File: src/rtl/dialer_pkg.sv
// Shared constants, timing figures and carrier types of the pulse/tone dialing sequencer.
package dialer_pkg;

   // Clock and reference tick.
   localparam int CLK_HZ = 125_000_000;
   localparam int TICK_MS = 1;
   localparam int CYCLES_PER_TICK = CLK_HZ / 1000 * TICK_MS;

   // Durations in milliseconds.
   localparam int DEBOUNCE_MS = 32;
   localparam int PRE_SIGNAL_MS = 100;
   localparam int TONE_ON_MS = 98;
   localparam int TONE_GAP_MS = 102;
   localparam int FIXED_DELAY_MS = 1100;
   localparam int SEP_PULSE_MS = 900;
   localparam int SEP_TONE_MS = 100;
   localparam int PAUSE_TONE_MS = 1500;
   localparam int FLASH_BREAK_MS = 600;
   localparam int FLASH_TOTAL_MS = 2100;
   localparam int PULSE_BREAK_MS = 60;
   localparam int PULSE_MAKE_MS = 40;

   // Durations in reference ticks.
   localparam int TW = 12;
   localparam logic [TW-1:0] T_DEBOUNCE = TW'(DEBOUNCE_MS / TICK_MS);
   localparam logic [TW-1:0] T_PRE = TW'(PRE_SIGNAL_MS / TICK_MS);
   localparam logic [TW-1:0] T_TONE_ON = TW'(TONE_ON_MS / TICK_MS);
   localparam logic [TW-1:0] T_TONE_GAP = TW'(TONE_GAP_MS / TICK_MS);
   localparam logic [TW-1:0] T_SEP_PULSE = TW'(SEP_PULSE_MS / TICK_MS);
   localparam logic [TW-1:0] T_SPECIAL_PULSE = TW'((SEP_PULSE_MS + FIXED_DELAY_MS + SEP_PULSE_MS) / TICK_MS);
   localparam logic [TW-1:0] T_MODE_TONE = TW'((SEP_TONE_MS + FIXED_DELAY_MS + SEP_TONE_MS) / TICK_MS);
   localparam logic [TW-1:0] T_PAUSE_TONE = TW'(PAUSE_TONE_MS / TICK_MS);
   localparam logic [TW-1:0] T_FLASH_BREAK = TW'(FLASH_BREAK_MS / TICK_MS);
   localparam logic [TW-1:0] T_FLASH_REST = TW'((FLASH_TOTAL_MS - FLASH_BREAK_MS) / TICK_MS);
   localparam logic [TW-1:0] T_BREAK = TW'(PULSE_BREAK_MS / TICK_MS);
   localparam logic [TW-1:0] T_MAKE = TW'(PULSE_MAKE_MS / TICK_MS);

   // Last-number buffer.
   localparam int BUF_DEPTH = 16;
   localparam logic [4:0] BUF_FULL = 5'h10;

   // Key codes are {row, column}; the fourth column holds the special functions.
   localparam logic [3:0] KEY_MODE = 4'h3;
   localparam logic [3:0] KEY_PAUSE = 4'h7;
   localparam logic [3:0] KEY_FLASH = 4'hB;
   localparam logic [3:0] KEY_REDIAL = 4'hF;
   localparam logic [3:0] KEY_ZERO = 4'hD;
   localparam logic [3:0] PULSES_ZERO = 4'hA;

   typedef struct packed {
      logic ok;
      logic [1:0] idx;
   } line_sel_t;

   typedef struct packed {
      logic on;
      logic [1:0] row;
      logic [1:0] col;
   } tone_sel_t;

   typedef enum logic [1:0] {K_IDLE, K_DEB, K_REL} key_st_t;

   typedef enum logic [3:0] {
      D_IDLE, D_PRE, D_LOAD, D_TONE_ON, D_TONE_GAP, D_BREAK, D_MAKE,
      D_SEP, D_SPECIAL, D_FLASH_BRK, D_FLASH_WAIT
   } dial_st_t;

   typedef struct packed {
      logic [16:0] pre;
      logic tick;
      logic scan_col;
      line_sel_t row;
      line_sel_t col;
      key_st_t kst;
      dial_st_t dst;
      logic [BUF_DEPTH-1:0][3:0] num_buf;
      logic [4:0] wr;
      logic [4:0] rd;
      logic fresh;
      logic redial;
      logic toggle;
      logic hook_prev;
      logic [3:0] pcnt;
      tone_sel_t tone;
      logic brk;
      logic mute;
   } dial_state_t;

endpackage

File: src/rtl/sync2.sv
// Two-stage synchroniser for pin levels entering the core clock domain.
module sync2 #(
   parameter int W = 1
) (
   input wire logic core_clk,
   input wire logic rst,
   input wire logic [W-1:0] d,
   output logic [W-1:0] q
);

   typedef struct packed {
      logic [W-1:0] s1;
      logic [W-1:0] s2;
   } sync_state_t;

   sync_state_t s_r;
   sync_state_t s_nxt;

   always_comb
   begin
      s_nxt = s_r;
      s_nxt.s1 = d;
      s_nxt.s2 = s_r.s1;
   end

   always_ff @(posedge core_clk or posedge rst)
   begin
      if (rst)
      begin
         s_r <= '0;
      end
      else
      begin
         s_r <= s_nxt;
      end
   end

   assign q = s_r.s2;

endmodule

File: src/rtl/ms_timer.sv
// Down counter in reference ticks that pulses done when a loaded length has run out.
module ms_timer (
   input wire logic core_clk,
   input wire logic rst,
   input wire logic tick,
   input wire logic load,
   input wire logic [dialer_pkg::TW-1:0] len,
   output logic done
);

   typedef struct packed {
      logic [dialer_pkg::TW-1:0] count;
      logic done;
   } timer_state_t;

   timer_state_t s_r;
   timer_state_t s_nxt;

   always_comb
   begin
      s_nxt = s_r;
      s_nxt.done = 1'b0;
      if (load)
      begin
         s_nxt.count = len;
      end
      else if (tick && s_r.count != '0)
      begin
         s_nxt.count = s_r.count - 1'b1;
         s_nxt.done = (s_r.count == dialer_pkg::TW'(1));
      end
   end

   always_ff @(posedge core_clk or posedge rst)
   begin
      if (rst)
      begin
         s_r <= '0;
      end
      else
      begin
         s_r <= s_nxt;
      end
   end

   assign done = s_r.done;

   timer_load_a: assert property (@(posedge core_clk) disable iff (rst)
      load |=> s_r.count == $past(len))
      else $error("Timer did not take the loaded length.");

endmodule

File: src/rtl/dial_sequencer.sv
// Keypad entry, last-number buffer and tone/pulse signaling sequencer.
module dial_sequencer #(
   parameter int TICK_CYCLES = dialer_pkg::CYCLES_PER_TICK
) (
   input wire logic core_clk,
   input wire logic rst,
   input wire logic hook_switch_input,
   input wire logic mode_select,
   input wire logic [3:0] row_in,
   input wire logic [3:0] col_in,
   output logic [3:0] row_oe,
   output logic [3:0] col_oe,
   output dialer_pkg::tone_sel_t tone,
   output logic pulse_out_oe,
   output logic speech_mute_output_oe
);

   dialer_pkg::dial_state_t s_r;
   dialer_pkg::dial_state_t s_nxt;
   logic [9:0] pins_s;
   logic hook_on;
   logic mode_pin;
   logic [3:0] row_s;
   logic [3:0] col_s;
   logic tone_mode;
   logic key_present;
   logic deb_load;
   logic deb_done;
   logic seq_load;
   logic [dialer_pkg::TW-1:0] seq_len;
   logic seq_done;
   logic [3:0] code;
   logic [4:0] rd_inc;
   logic [3:0] pc;

   sync2 #(.W(10)) pin_sync (
      .core_clk(core_clk),
      .rst(rst),
      .d({hook_switch_input, mode_select, row_in, col_in}),
      .q(pins_s)
   );

   assign hook_on = pins_s[9];
   assign mode_pin = pins_s[8];
   assign row_s = pins_s[7:4];
   assign col_s = pins_s[3:0];

   ms_timer deb_timer (
      .core_clk(core_clk),
      .rst(rst),
      .tick(s_r.tick),
      .load(deb_load),
      .len(dialer_pkg::T_DEBOUNCE),
      .done(deb_done)
   );

   ms_timer seq_timer (
      .core_clk(core_clk),
      .rst(rst),
      .tick(s_r.tick),
      .load(seq_load),
      .len(seq_len),
      .done(seq_done)
   );

   // A line counts only when exactly one of its four inputs is low.
   function automatic dialer_pkg::line_sel_t low_one(input logic [3:0] p);
      dialer_pkg::line_sel_t r;
      r = '0;
      unique case (p)
         4'hE: r = '{ok: 1'b1, idx: 2'h0};
         4'hD: r = '{ok: 1'b1, idx: 2'h1};
         4'hB: r = '{ok: 1'b1, idx: 2'h2};
         4'h7: r = '{ok: 1'b1, idx: 2'h3};
         default: r = '0;
      endcase
      return r;
   endfunction

   // Star, hash and the spare codes give no loop breaks in pulse mode.
   function automatic logic [3:0] pulses_of(input logic [3:0] c);
      logic [3:0] r;
      r = 4'h0;
      if (c == dialer_pkg::KEY_ZERO)
      begin
         r = dialer_pkg::PULSES_ZERO;
      end
      else if (c[3:2] != 2'h3 && c[1:0] != 2'h3)
      begin
         r = 4'({2'h0, c[3:2]} * 4'h3 + {2'h0, c[1:0]} + 4'h1);
      end
      return r;
   endfunction

   assign tone_mode = mode_pin ^ s_r.toggle;
   assign key_present = s_r.row.ok && s_r.col.ok;
   assign code = s_r.num_buf[s_r.rd[3:0]];
   assign rd_inc = s_r.rd + 5'h1;
   assign pc = pulses_of(code);

   always_comb
   begin
      s_nxt = s_r;
      deb_load = 1'b0;
      seq_load = 1'b0;
      seq_len = '0;

      // One shared reference tick times every delay of the block.
      s_nxt.tick = 1'b0;
      if (s_r.pre == 17'(TICK_CYCLES - 1))
      begin
         s_nxt.pre = '0;
         s_nxt.tick = 1'b1;
      end
      else
      begin
         s_nxt.pre = s_r.pre + 17'h1;
      end

      // Off-hook one group is sampled per tick while the other is held low.
      if (s_r.tick)
      begin
         if (hook_on)
         begin
            s_nxt.row = low_one(row_s);
            s_nxt.col = low_one(col_s);
         end
         else
         begin
            if (s_r.scan_col)
            begin
               s_nxt.col = low_one(col_s);
            end
            else
            begin
               s_nxt.row = low_one(row_s);
            end
            s_nxt.scan_col = !s_r.scan_col;
         end
      end

      // Keys are taken into the buffer independently of signaling.
      unique case (s_r.kst)
         dialer_pkg::K_IDLE:
         begin
            if (key_present)
            begin
               deb_load = 1'b1;
               s_nxt.kst = dialer_pkg::K_DEB;
            end
         end
         dialer_pkg::K_DEB:
         begin
            if (deb_done)
            begin
               s_nxt.kst = key_present ? dialer_pkg::K_REL : dialer_pkg::K_IDLE;
               if (key_present && {s_r.row.idx, s_r.col.idx} == dialer_pkg::KEY_REDIAL)
               begin
                  if (s_r.dst == dialer_pkg::D_IDLE && s_r.fresh && s_r.wr != 5'h0 && !hook_on)
                  begin
                     s_nxt.rd = 5'h0;
                     s_nxt.redial = 1'b1;
                  end
               end
               else if (key_present && s_r.fresh)
               begin
                  s_nxt.num_buf[0] = {s_r.row.idx, s_r.col.idx};
                  s_nxt.wr = 5'h1;
                  s_nxt.rd = 5'h0;
                  s_nxt.fresh = 1'b0;
                  s_nxt.redial = 1'b0;
               end
               else if (key_present && s_r.wr != dialer_pkg::BUF_FULL)
               begin
                  s_nxt.num_buf[s_r.wr[3:0]] = {s_r.row.idx, s_r.col.idx};
                  s_nxt.wr = s_r.wr + 5'h1;
               end
            end
         end
         dialer_pkg::K_REL:
         begin
            if (!s_r.row.ok && !s_r.col.ok)
            begin
               s_nxt.kst = dialer_pkg::K_IDLE;
            end
         end
         default:
         begin
            s_nxt.kst = dialer_pkg::K_IDLE;
         end
      endcase

      // Signaling of buffered entries, one at a time in entry order.
      unique case (s_r.dst)
         dialer_pkg::D_IDLE:
         begin
            if (!hook_on && s_r.rd < s_r.wr)
            begin
               seq_load = 1'b1;
               seq_len = dialer_pkg::T_PRE;
               s_nxt.dst = dialer_pkg::D_PRE;
            end
         end
         dialer_pkg::D_PRE, dialer_pkg::D_TONE_GAP, dialer_pkg::D_SEP,
         dialer_pkg::D_SPECIAL, dialer_pkg::D_FLASH_WAIT:
         begin
            if (seq_done)
            begin
               s_nxt.dst = (s_r.rd < s_r.wr) ? dialer_pkg::D_LOAD : dialer_pkg::D_IDLE;
            end
         end
         dialer_pkg::D_LOAD:
         begin
            s_nxt.rd = rd_inc;
            if (code == dialer_pkg::KEY_FLASH && s_r.redial)
            begin
               s_nxt.dst = (rd_inc < s_r.wr) ? dialer_pkg::D_LOAD : dialer_pkg::D_IDLE;
            end
            else if (code == dialer_pkg::KEY_MODE)
            begin
               s_nxt.toggle = !s_r.toggle;
               seq_load = 1'b1;
               seq_len = tone_mode ? dialer_pkg::T_MODE_TONE : dialer_pkg::T_SPECIAL_PULSE;
               s_nxt.dst = dialer_pkg::D_SPECIAL;
            end
            else if (code == dialer_pkg::KEY_PAUSE)
            begin
               seq_load = 1'b1;
               seq_len = tone_mode ? dialer_pkg::T_PAUSE_TONE : dialer_pkg::T_SPECIAL_PULSE;
               s_nxt.dst = dialer_pkg::D_SPECIAL;
            end
            else if (code == dialer_pkg::KEY_FLASH)
            begin
               s_nxt.brk = 1'b1;
               seq_load = 1'b1;
               seq_len = dialer_pkg::T_FLASH_BREAK;
               s_nxt.dst = dialer_pkg::D_FLASH_BRK;
            end
            else if (tone_mode)
            begin
               s_nxt.tone = '{on: 1'b1, row: code[3:2], col: code[1:0]};
               seq_load = 1'b1;
               seq_len = dialer_pkg::T_TONE_ON;
               s_nxt.dst = dialer_pkg::D_TONE_ON;
            end
            else if (pc == 4'h0)
            begin
               seq_load = 1'b1;
               seq_len = dialer_pkg::T_SEP_PULSE;
               s_nxt.dst = dialer_pkg::D_SEP;
            end
            else
            begin
               s_nxt.brk = 1'b1;
               s_nxt.pcnt = pc;
               seq_load = 1'b1;
               seq_len = dialer_pkg::T_BREAK;
               s_nxt.dst = dialer_pkg::D_BREAK;
            end
         end
         dialer_pkg::D_TONE_ON:
         begin
            if (seq_done)
            begin
               s_nxt.tone.on = 1'b0;
               seq_load = 1'b1;
               seq_len = dialer_pkg::T_TONE_GAP;
               s_nxt.dst = dialer_pkg::D_TONE_GAP;
            end
         end
         dialer_pkg::D_BREAK:
         begin
            if (seq_done)
            begin
               s_nxt.brk = 1'b0;
               s_nxt.pcnt = s_r.pcnt - 4'h1;
               seq_load = 1'b1;
               seq_len = dialer_pkg::T_MAKE;
               s_nxt.dst = dialer_pkg::D_MAKE;
            end
         end
         dialer_pkg::D_MAKE:
         begin
            if (seq_done)
            begin
               seq_load = 1'b1;
               if (s_r.pcnt == 4'h0)
               begin
                  seq_len = dialer_pkg::T_SEP_PULSE;
                  s_nxt.dst = dialer_pkg::D_SEP;
               end
               else
               begin
                  s_nxt.brk = 1'b1;
                  seq_len = dialer_pkg::T_BREAK;
                  s_nxt.dst = dialer_pkg::D_BREAK;
               end
            end
         end
         dialer_pkg::D_FLASH_BRK:
         begin
            if (seq_done)
            begin
               s_nxt.brk = 1'b0;
               seq_load = 1'b1;
               seq_len = dialer_pkg::T_FLASH_REST;
               s_nxt.dst = dialer_pkg::D_FLASH_WAIT;
            end
         end
         default:
         begin
            s_nxt.dst = dialer_pkg::D_IDLE;
         end
      endcase

      // A hook change wins over everything; the stored number is kept for redial.
      s_nxt.hook_prev = hook_on;
      if (hook_on != s_r.hook_prev)
      begin
         s_nxt.dst = dialer_pkg::D_IDLE;
         s_nxt.kst = dialer_pkg::K_IDLE;
         // A key may be stored in this same cycle, so the read side follows the new write pointer.
         s_nxt.rd = s_nxt.wr;
         s_nxt.fresh = 1'b1;
         s_nxt.redial = 1'b0;
         s_nxt.toggle = 1'b0;
         s_nxt.tone = '0;
         s_nxt.brk = 1'b0;
         s_nxt.pcnt = 4'h0;
      end

      s_nxt.mute = (s_nxt.dst != dialer_pkg::D_IDLE);
   end

   always_ff @(posedge core_clk or posedge rst)
   begin
      if (rst)
      begin
         s_r <= '0;
         s_r.fresh <= 1'b1;
      end
      else
      begin
         s_r <= s_nxt;
      end
   end

   assign row_oe = (hook_on || !s_r.scan_col) ? 4'h0 : 4'hF;
   assign col_oe = (hook_on || s_r.scan_col) ? 4'h0 : 4'hF;
   assign tone = s_r.tone;
   assign pulse_out_oe = s_r.brk;
   assign speech_mute_output_oe = s_r.mute;

   on_hook_idle_a: assert property (@(posedge core_clk) disable iff (rst)
      hook_on |-> row_oe == 4'h0 && col_oe == 4'h0)
      else $error("Keypad driven while on-hook.");

   pre_delay_a: assert property (@(posedge core_clk) disable iff (rst)
      $rose(s_r.mute) |-> !s_r.tone.on && !s_r.brk && s_r.dst == dialer_pkg::D_PRE)
      else $error("Signaling began without the pre-signal delay.");

   mute_signal_a: assert property (@(posedge core_clk) disable iff (rst)
      (s_r.tone.on || s_r.brk) |-> speech_mute_output_oe)
      else $error("Mute released while signaling.");

   tone_break_excl_a: assert property (@(posedge core_clk) disable iff (rst)
      !(s_r.tone.on && s_r.brk))
      else $error("Tone burst and line break at once.");

   flash_break_a: assert property (@(posedge core_clk) disable iff (rst)
      s_r.dst == dialer_pkg::D_FLASH_BRK |-> pulse_out_oe)
      else $error("Flash break not on the pulse output.");

   hook_init_a: assert property (@(posedge core_clk) disable iff (rst)
      (hook_on != s_r.hook_prev) |=> s_r.dst == dialer_pkg::D_IDLE && !s_r.toggle && !s_r.brk)
      else $error("Hook change did not initialise dialing.");

   default_mode_a: assert property (@(posedge core_clk) disable iff (rst)
      !s_r.toggle |-> tone_mode == mode_pin)
      else $error("Default mode does not follow the mode pin.");

   buffer_bound_a: assert property (@(posedge core_clk) disable iff (rst)
      s_r.wr <= dialer_pkg::BUF_FULL && s_r.rd <= s_r.wr)
      else $error("Buffer pointers out of order.");

   start_dial_a: assert property (@(posedge core_clk) disable iff (rst)
      (s_r.dst == dialer_pkg::D_IDLE && !hook_on && s_r.hook_prev == hook_on && s_r.rd < s_r.wr)
      |=> s_r.dst == dialer_pkg::D_PRE && s_r.mute)
      else $error("Stored digit did not start dialing with mute.");

endmodule

File: config.mk
export PLATFORM = sky130hd
export DESIGN_NAME = dial_sequencer
export DESIGN_NICKNAME = d
export VERILOG_FILES = /design/src/rtl/dialer_pkg.sv /design/src/rtl/sync2.sv /design/src/rtl/ms_timer.sv /design/src/rtl/dial_sequencer.sv
export SDC_FILE = /design/constraint.sdc
export NUM_CORES = 1
export LEC_CHECK = 0
export BUFFER_PORTS_ARGS = -buffer_cell sky130_fd_sc_hd__buf_2
export CAP_MARGIN = 10
export CORE_MARGIN = 5
export CORE_UTILIZATION = 40
export CTS_BUF_LIST = sky130_fd_sc_hd__clkbuf_8
export CTS_CLUSTER_DIAMETER = 150
export CTS_CLUSTER_SIZE = 25
export DETAILED_ROUTE_END_ITERATION = 10
export GPL_ROUTABILITY_DRIVEN = 0
export HOLD_SLACK_MARGIN = 0.15
export PLACE_DENSITY = 0.65
export REMOVE_ABC_BUFFERS = 1
export SKIP_LAST_GASP = 1
export SYNTH_ARGS = -nofsm -noshare
export SYNTH_HDL_FRONTEND = slang
export SYNTH_SLANG_ARGS = --single-unit
File: constraint.sdc
create_clock -name core_clk -period 9.49 [get_ports core_clk]
set_input_delay 0.4745 -clock core_clk [delete_from_list [all_inputs] [get_ports core_clk]]
set_output_delay 0.4745 -clock core_clk [all_outputs]
set_load 0.05 [all_outputs]
==> flow_summary.toml <==
[critical_path]
critPathSlowestCell = "dfrtp_1"
worst-path-buf-inv = 3
rrSetupSlack_ps = 4620
cp.depth = 15
critPathLaunch = "s_r[15]$_DFFE_PP0P_"
criticalPathCategory = "flip-flop to flip-flop"
endpoint_kind = "flip-flop"
max_stage_delay_ps = 630
path_cells = "buf_4 -> mux4_2 -> nand2b_1 -> a32oi_4 -> inv_4 -> fa_1 -> inv_1 -> fa_1 -> nor2b_1 -> o2111ai_1 -> nor2b_1 -> o211ai_1 -> o211a_1 -> mux2i_1 -> o21ai_1"
crit_family = "compound AO/OA/AOI/OAI gates"
critPathArrivalTime_ps = 5230
r2r.worst_path.cells = 15
reg2reg_from = "s_r[15]$_DFFE_PP0P_"
startpoint_type = "flip-flop"
worstPathRequired_ps = 9850
r2r-end = "s_r[7]$_DFFE_PP0P_"
worstPathMaxFanout = 21

[cells_and_area]
final_area_sq_um = 9640
area_growth_syn_to_layout_pct = 9.35
nets = 904
drive_gt1_share_pct = 17.5
antenna_cells = 0
stdcell_count = 1154
n_fill_cell = 2074

[drt]
vias = 6258
ant_nets = 0
drt_iter0_drc = 359
drt_first_pass_iters = 5
drt-wirelength-per-cell_um = 16.1
via_per_inst = 5.42
drc = 0
drt-total-wl_um = 18600

[placed_design]
place_ws_ps = 4590
numPortBuffers = 26
dpl.cell_count = 1112
hpwl_um = 13100
placed_area_sq_um = 9130

[sta]
relSlewSlack_pct = 23.5
worst_pin_slew_ps = 1140
fin_skew_ps = 24.1
period_needed_ps = 4870
hold_viol_final = 0
finalSetupViolCount = 0
timing.fmax_mhz = 205
drv_slew = 0
setup_tns_ps = 0
fin_ws_ps = 4620
fin_crit_sh_pct = 51.3
whs_ps = 150
rsz0062_at_grt = "no"

[synthesis]
syn_area_per_cell_sq_um = 10.5
async_flop_share_pct = 100
ys_types = 70
synth_warnings = 0
ys_ff_latch = 166
synth_enable_flop_cells = 0
syn_area_sq_um = 8820
postSynthCellCount = 843
ys_seq_area_share_pct = 47.1
synth_ff_type = "dfrtp_1"

[global_route]
grt_max_degree = 111
grt-ovfl-total = 0
grtUsageTotal_pct = 15.6
grt_pass1_vias = 6054
grt_pass1_wl_um = 31200
antenna_found_initial = 0

[floorplanning]
core.rowCount = 54
coreArea_sq_um = 21800
die_h_um = 158
pin_count = 27
start_util_pct = 40.5
fp.dieW_um = 158
dieArea_sq_um = 25100

[min_path]
hp-class = "primary input to asynchronous set/reset pin"

[power_and_ir_drop]
peakVddDrop_mv = 0.135
power-per-cell-area_nw_per_um2 = 154
leakagePower_nw = 4.27

[cts]
clk_pin_slew_ps = 120
cts_setup_buffers = 0
cts.sinks = 166
clock_latency_ps = 480
numCtsBuffers = 17
cts_max_level = 4
cts_tree = "done"
clockBufferDepth = 2
cts-root-buf = "clkbuf_8"

[job]
max-cap-violations = 0

[outcome]
outcome = "completed"
## cells in the final DEF (no fill, tap or decap), types with 6 or more instances in the layout
master | Yosys | layout
dlygate4sd3_1 | 0 | 10
o22ai_1 | 8 | 8
nor4_1 | 6 | 6
inv_1 | 33 | 32
nand2b_1 | 10 | 10
buf_2 | 6 | 26
a31oi_1 | 6 | 6
nand3_1 | 39 | 39
nor2_1 | 82 | 82
xor2_1 | 27 | 27
and3_1 | 10 | 10
a211oi_1 | 9 | 9
mux2i_1 | 10 | 10
and2_1 | 7 | 7
nand2_1 | 61 | 61
o21a_1 | 8 | 8
mux2_2 | 68 | 68
nor2b_1 | 9 | 9
nor3_1 | 21 | 21
o211ai_1 | 6 | 6
dfrtp_1 | 165 | 165
o21ai_0 | 37 | 37
xnor2_1 | 24 | 24
clkbuf_8 | 0 | 17
nand4_1 | 7 | 7
a21oi_1 | 27 | 27
ha_1 | 29 | 29
mux4_2 | 10 | 10
## layer usage
metal	global-route usage, %	up-vias	share of wire [%]
met3	3.70	16	4.7
met1	21.5	3091	47
met4	4.35	0	1.3
met2	24.8	124	47
met5	0	-	0
li1	-	3027	-
## how the worst max path moves through the flow
stage / slack [ps] / end
floorplan: 4530 / deb_timer.done$_DFF_PP0_
global placement: 4730 / s_r[7]$_DFFE_PP0P_
detailed placement: 4590 / s_r[7]$_DFFE_PP0P_
CTS: 4590 / s_r[7]$_DFFE_PP0P_
global route: 4280 / s_r[7]$_DFFE_PP0P_
finish: 4620 / s_r[7]$_DFFE_PP0P_
## where the power goes
group	switching (mW)	total [mW]	leakage (nW)	internal, mW
Combinational	0.125	0.211	1.84	0.0857
Clock	0.313	0.515	0.208	0.202
Sequential	0.0321	0.762	2.23	0.730
Total	0.470	1.49	4.27	1.02
## cells in the mapped netlist, types with 8 or more instances
master    count  area share [%]
a211oi_1      9            0.77
a21oi_1      27             1.5
and3_1       10            0.71
buf_4        12             1.0
clkbuf_1     23            0.98
dfrtp_1     165              47
ha_1         29             4.1
inv_1        33             1.4
mux2_2       68             8.7
mux2i_1      10             1.1
mux4_2       10             2.6
nand2_1      61             2.6
nand2b_1     10            0.71
nand3_1      39             2.2
nor2_1       82             3.5
nor2b_1       9            0.64
nor3_1       21             1.2
o21a_1        8            0.68
o21ai_0      37             2.1
o22ai_1       8            0.57
xnor2_1      24             2.4
xor2_1       27             2.7
## logic make-up after synthesis
kind of cell	count (synthesis)	synth area share, %
mux	88	12.4
fa+ha+maj	31	4.57
compound gates	150	11.5
flops	166	47.1
buf+inv	77	3.90
xor+xnor	51	5.07
simple gates	280	15.4
## flip-flops by register name (all words and copies together) (netlist names)
signal,count
speech_mute_output_oe,1
pin_sync.q,10
s_r,113
pulse_out_oe,1
pin_sync.s_nxt,10
deb_timer.done,1
tone,5
seq_timer.done,1
deb_timer.s_r,12
seq_timer.s_r,12
## through the flow
stage,utilization (%),total power [mW]
final,44.3,1.49
after global routing,44.3,1.56
after CTS,44.3,1.50
after detailed placement,42.0,0.983
after global placement,42.0,0.978
after floorplan,-,0.927
## layout make-up
type	count	area [sq um]	share of cell area (%)
clock buffers	17	234	2.43
clock inverters	15	178	1.84
inverters	35	139	1.44
multi-input cells	600	4320	44.8
flip-flops and latches	166	4160	43.1
well taps	280	350	3.63
repair buffers	41	268	2.78
## timing repair
item | 4_1_cts | 5_1_grt
hold buffers | 10 | 0
hold endpoints to repair | 10 | 0
gates resized for setup | 0 | 0
Note: power is estimated with default switching activity, not from simulation.
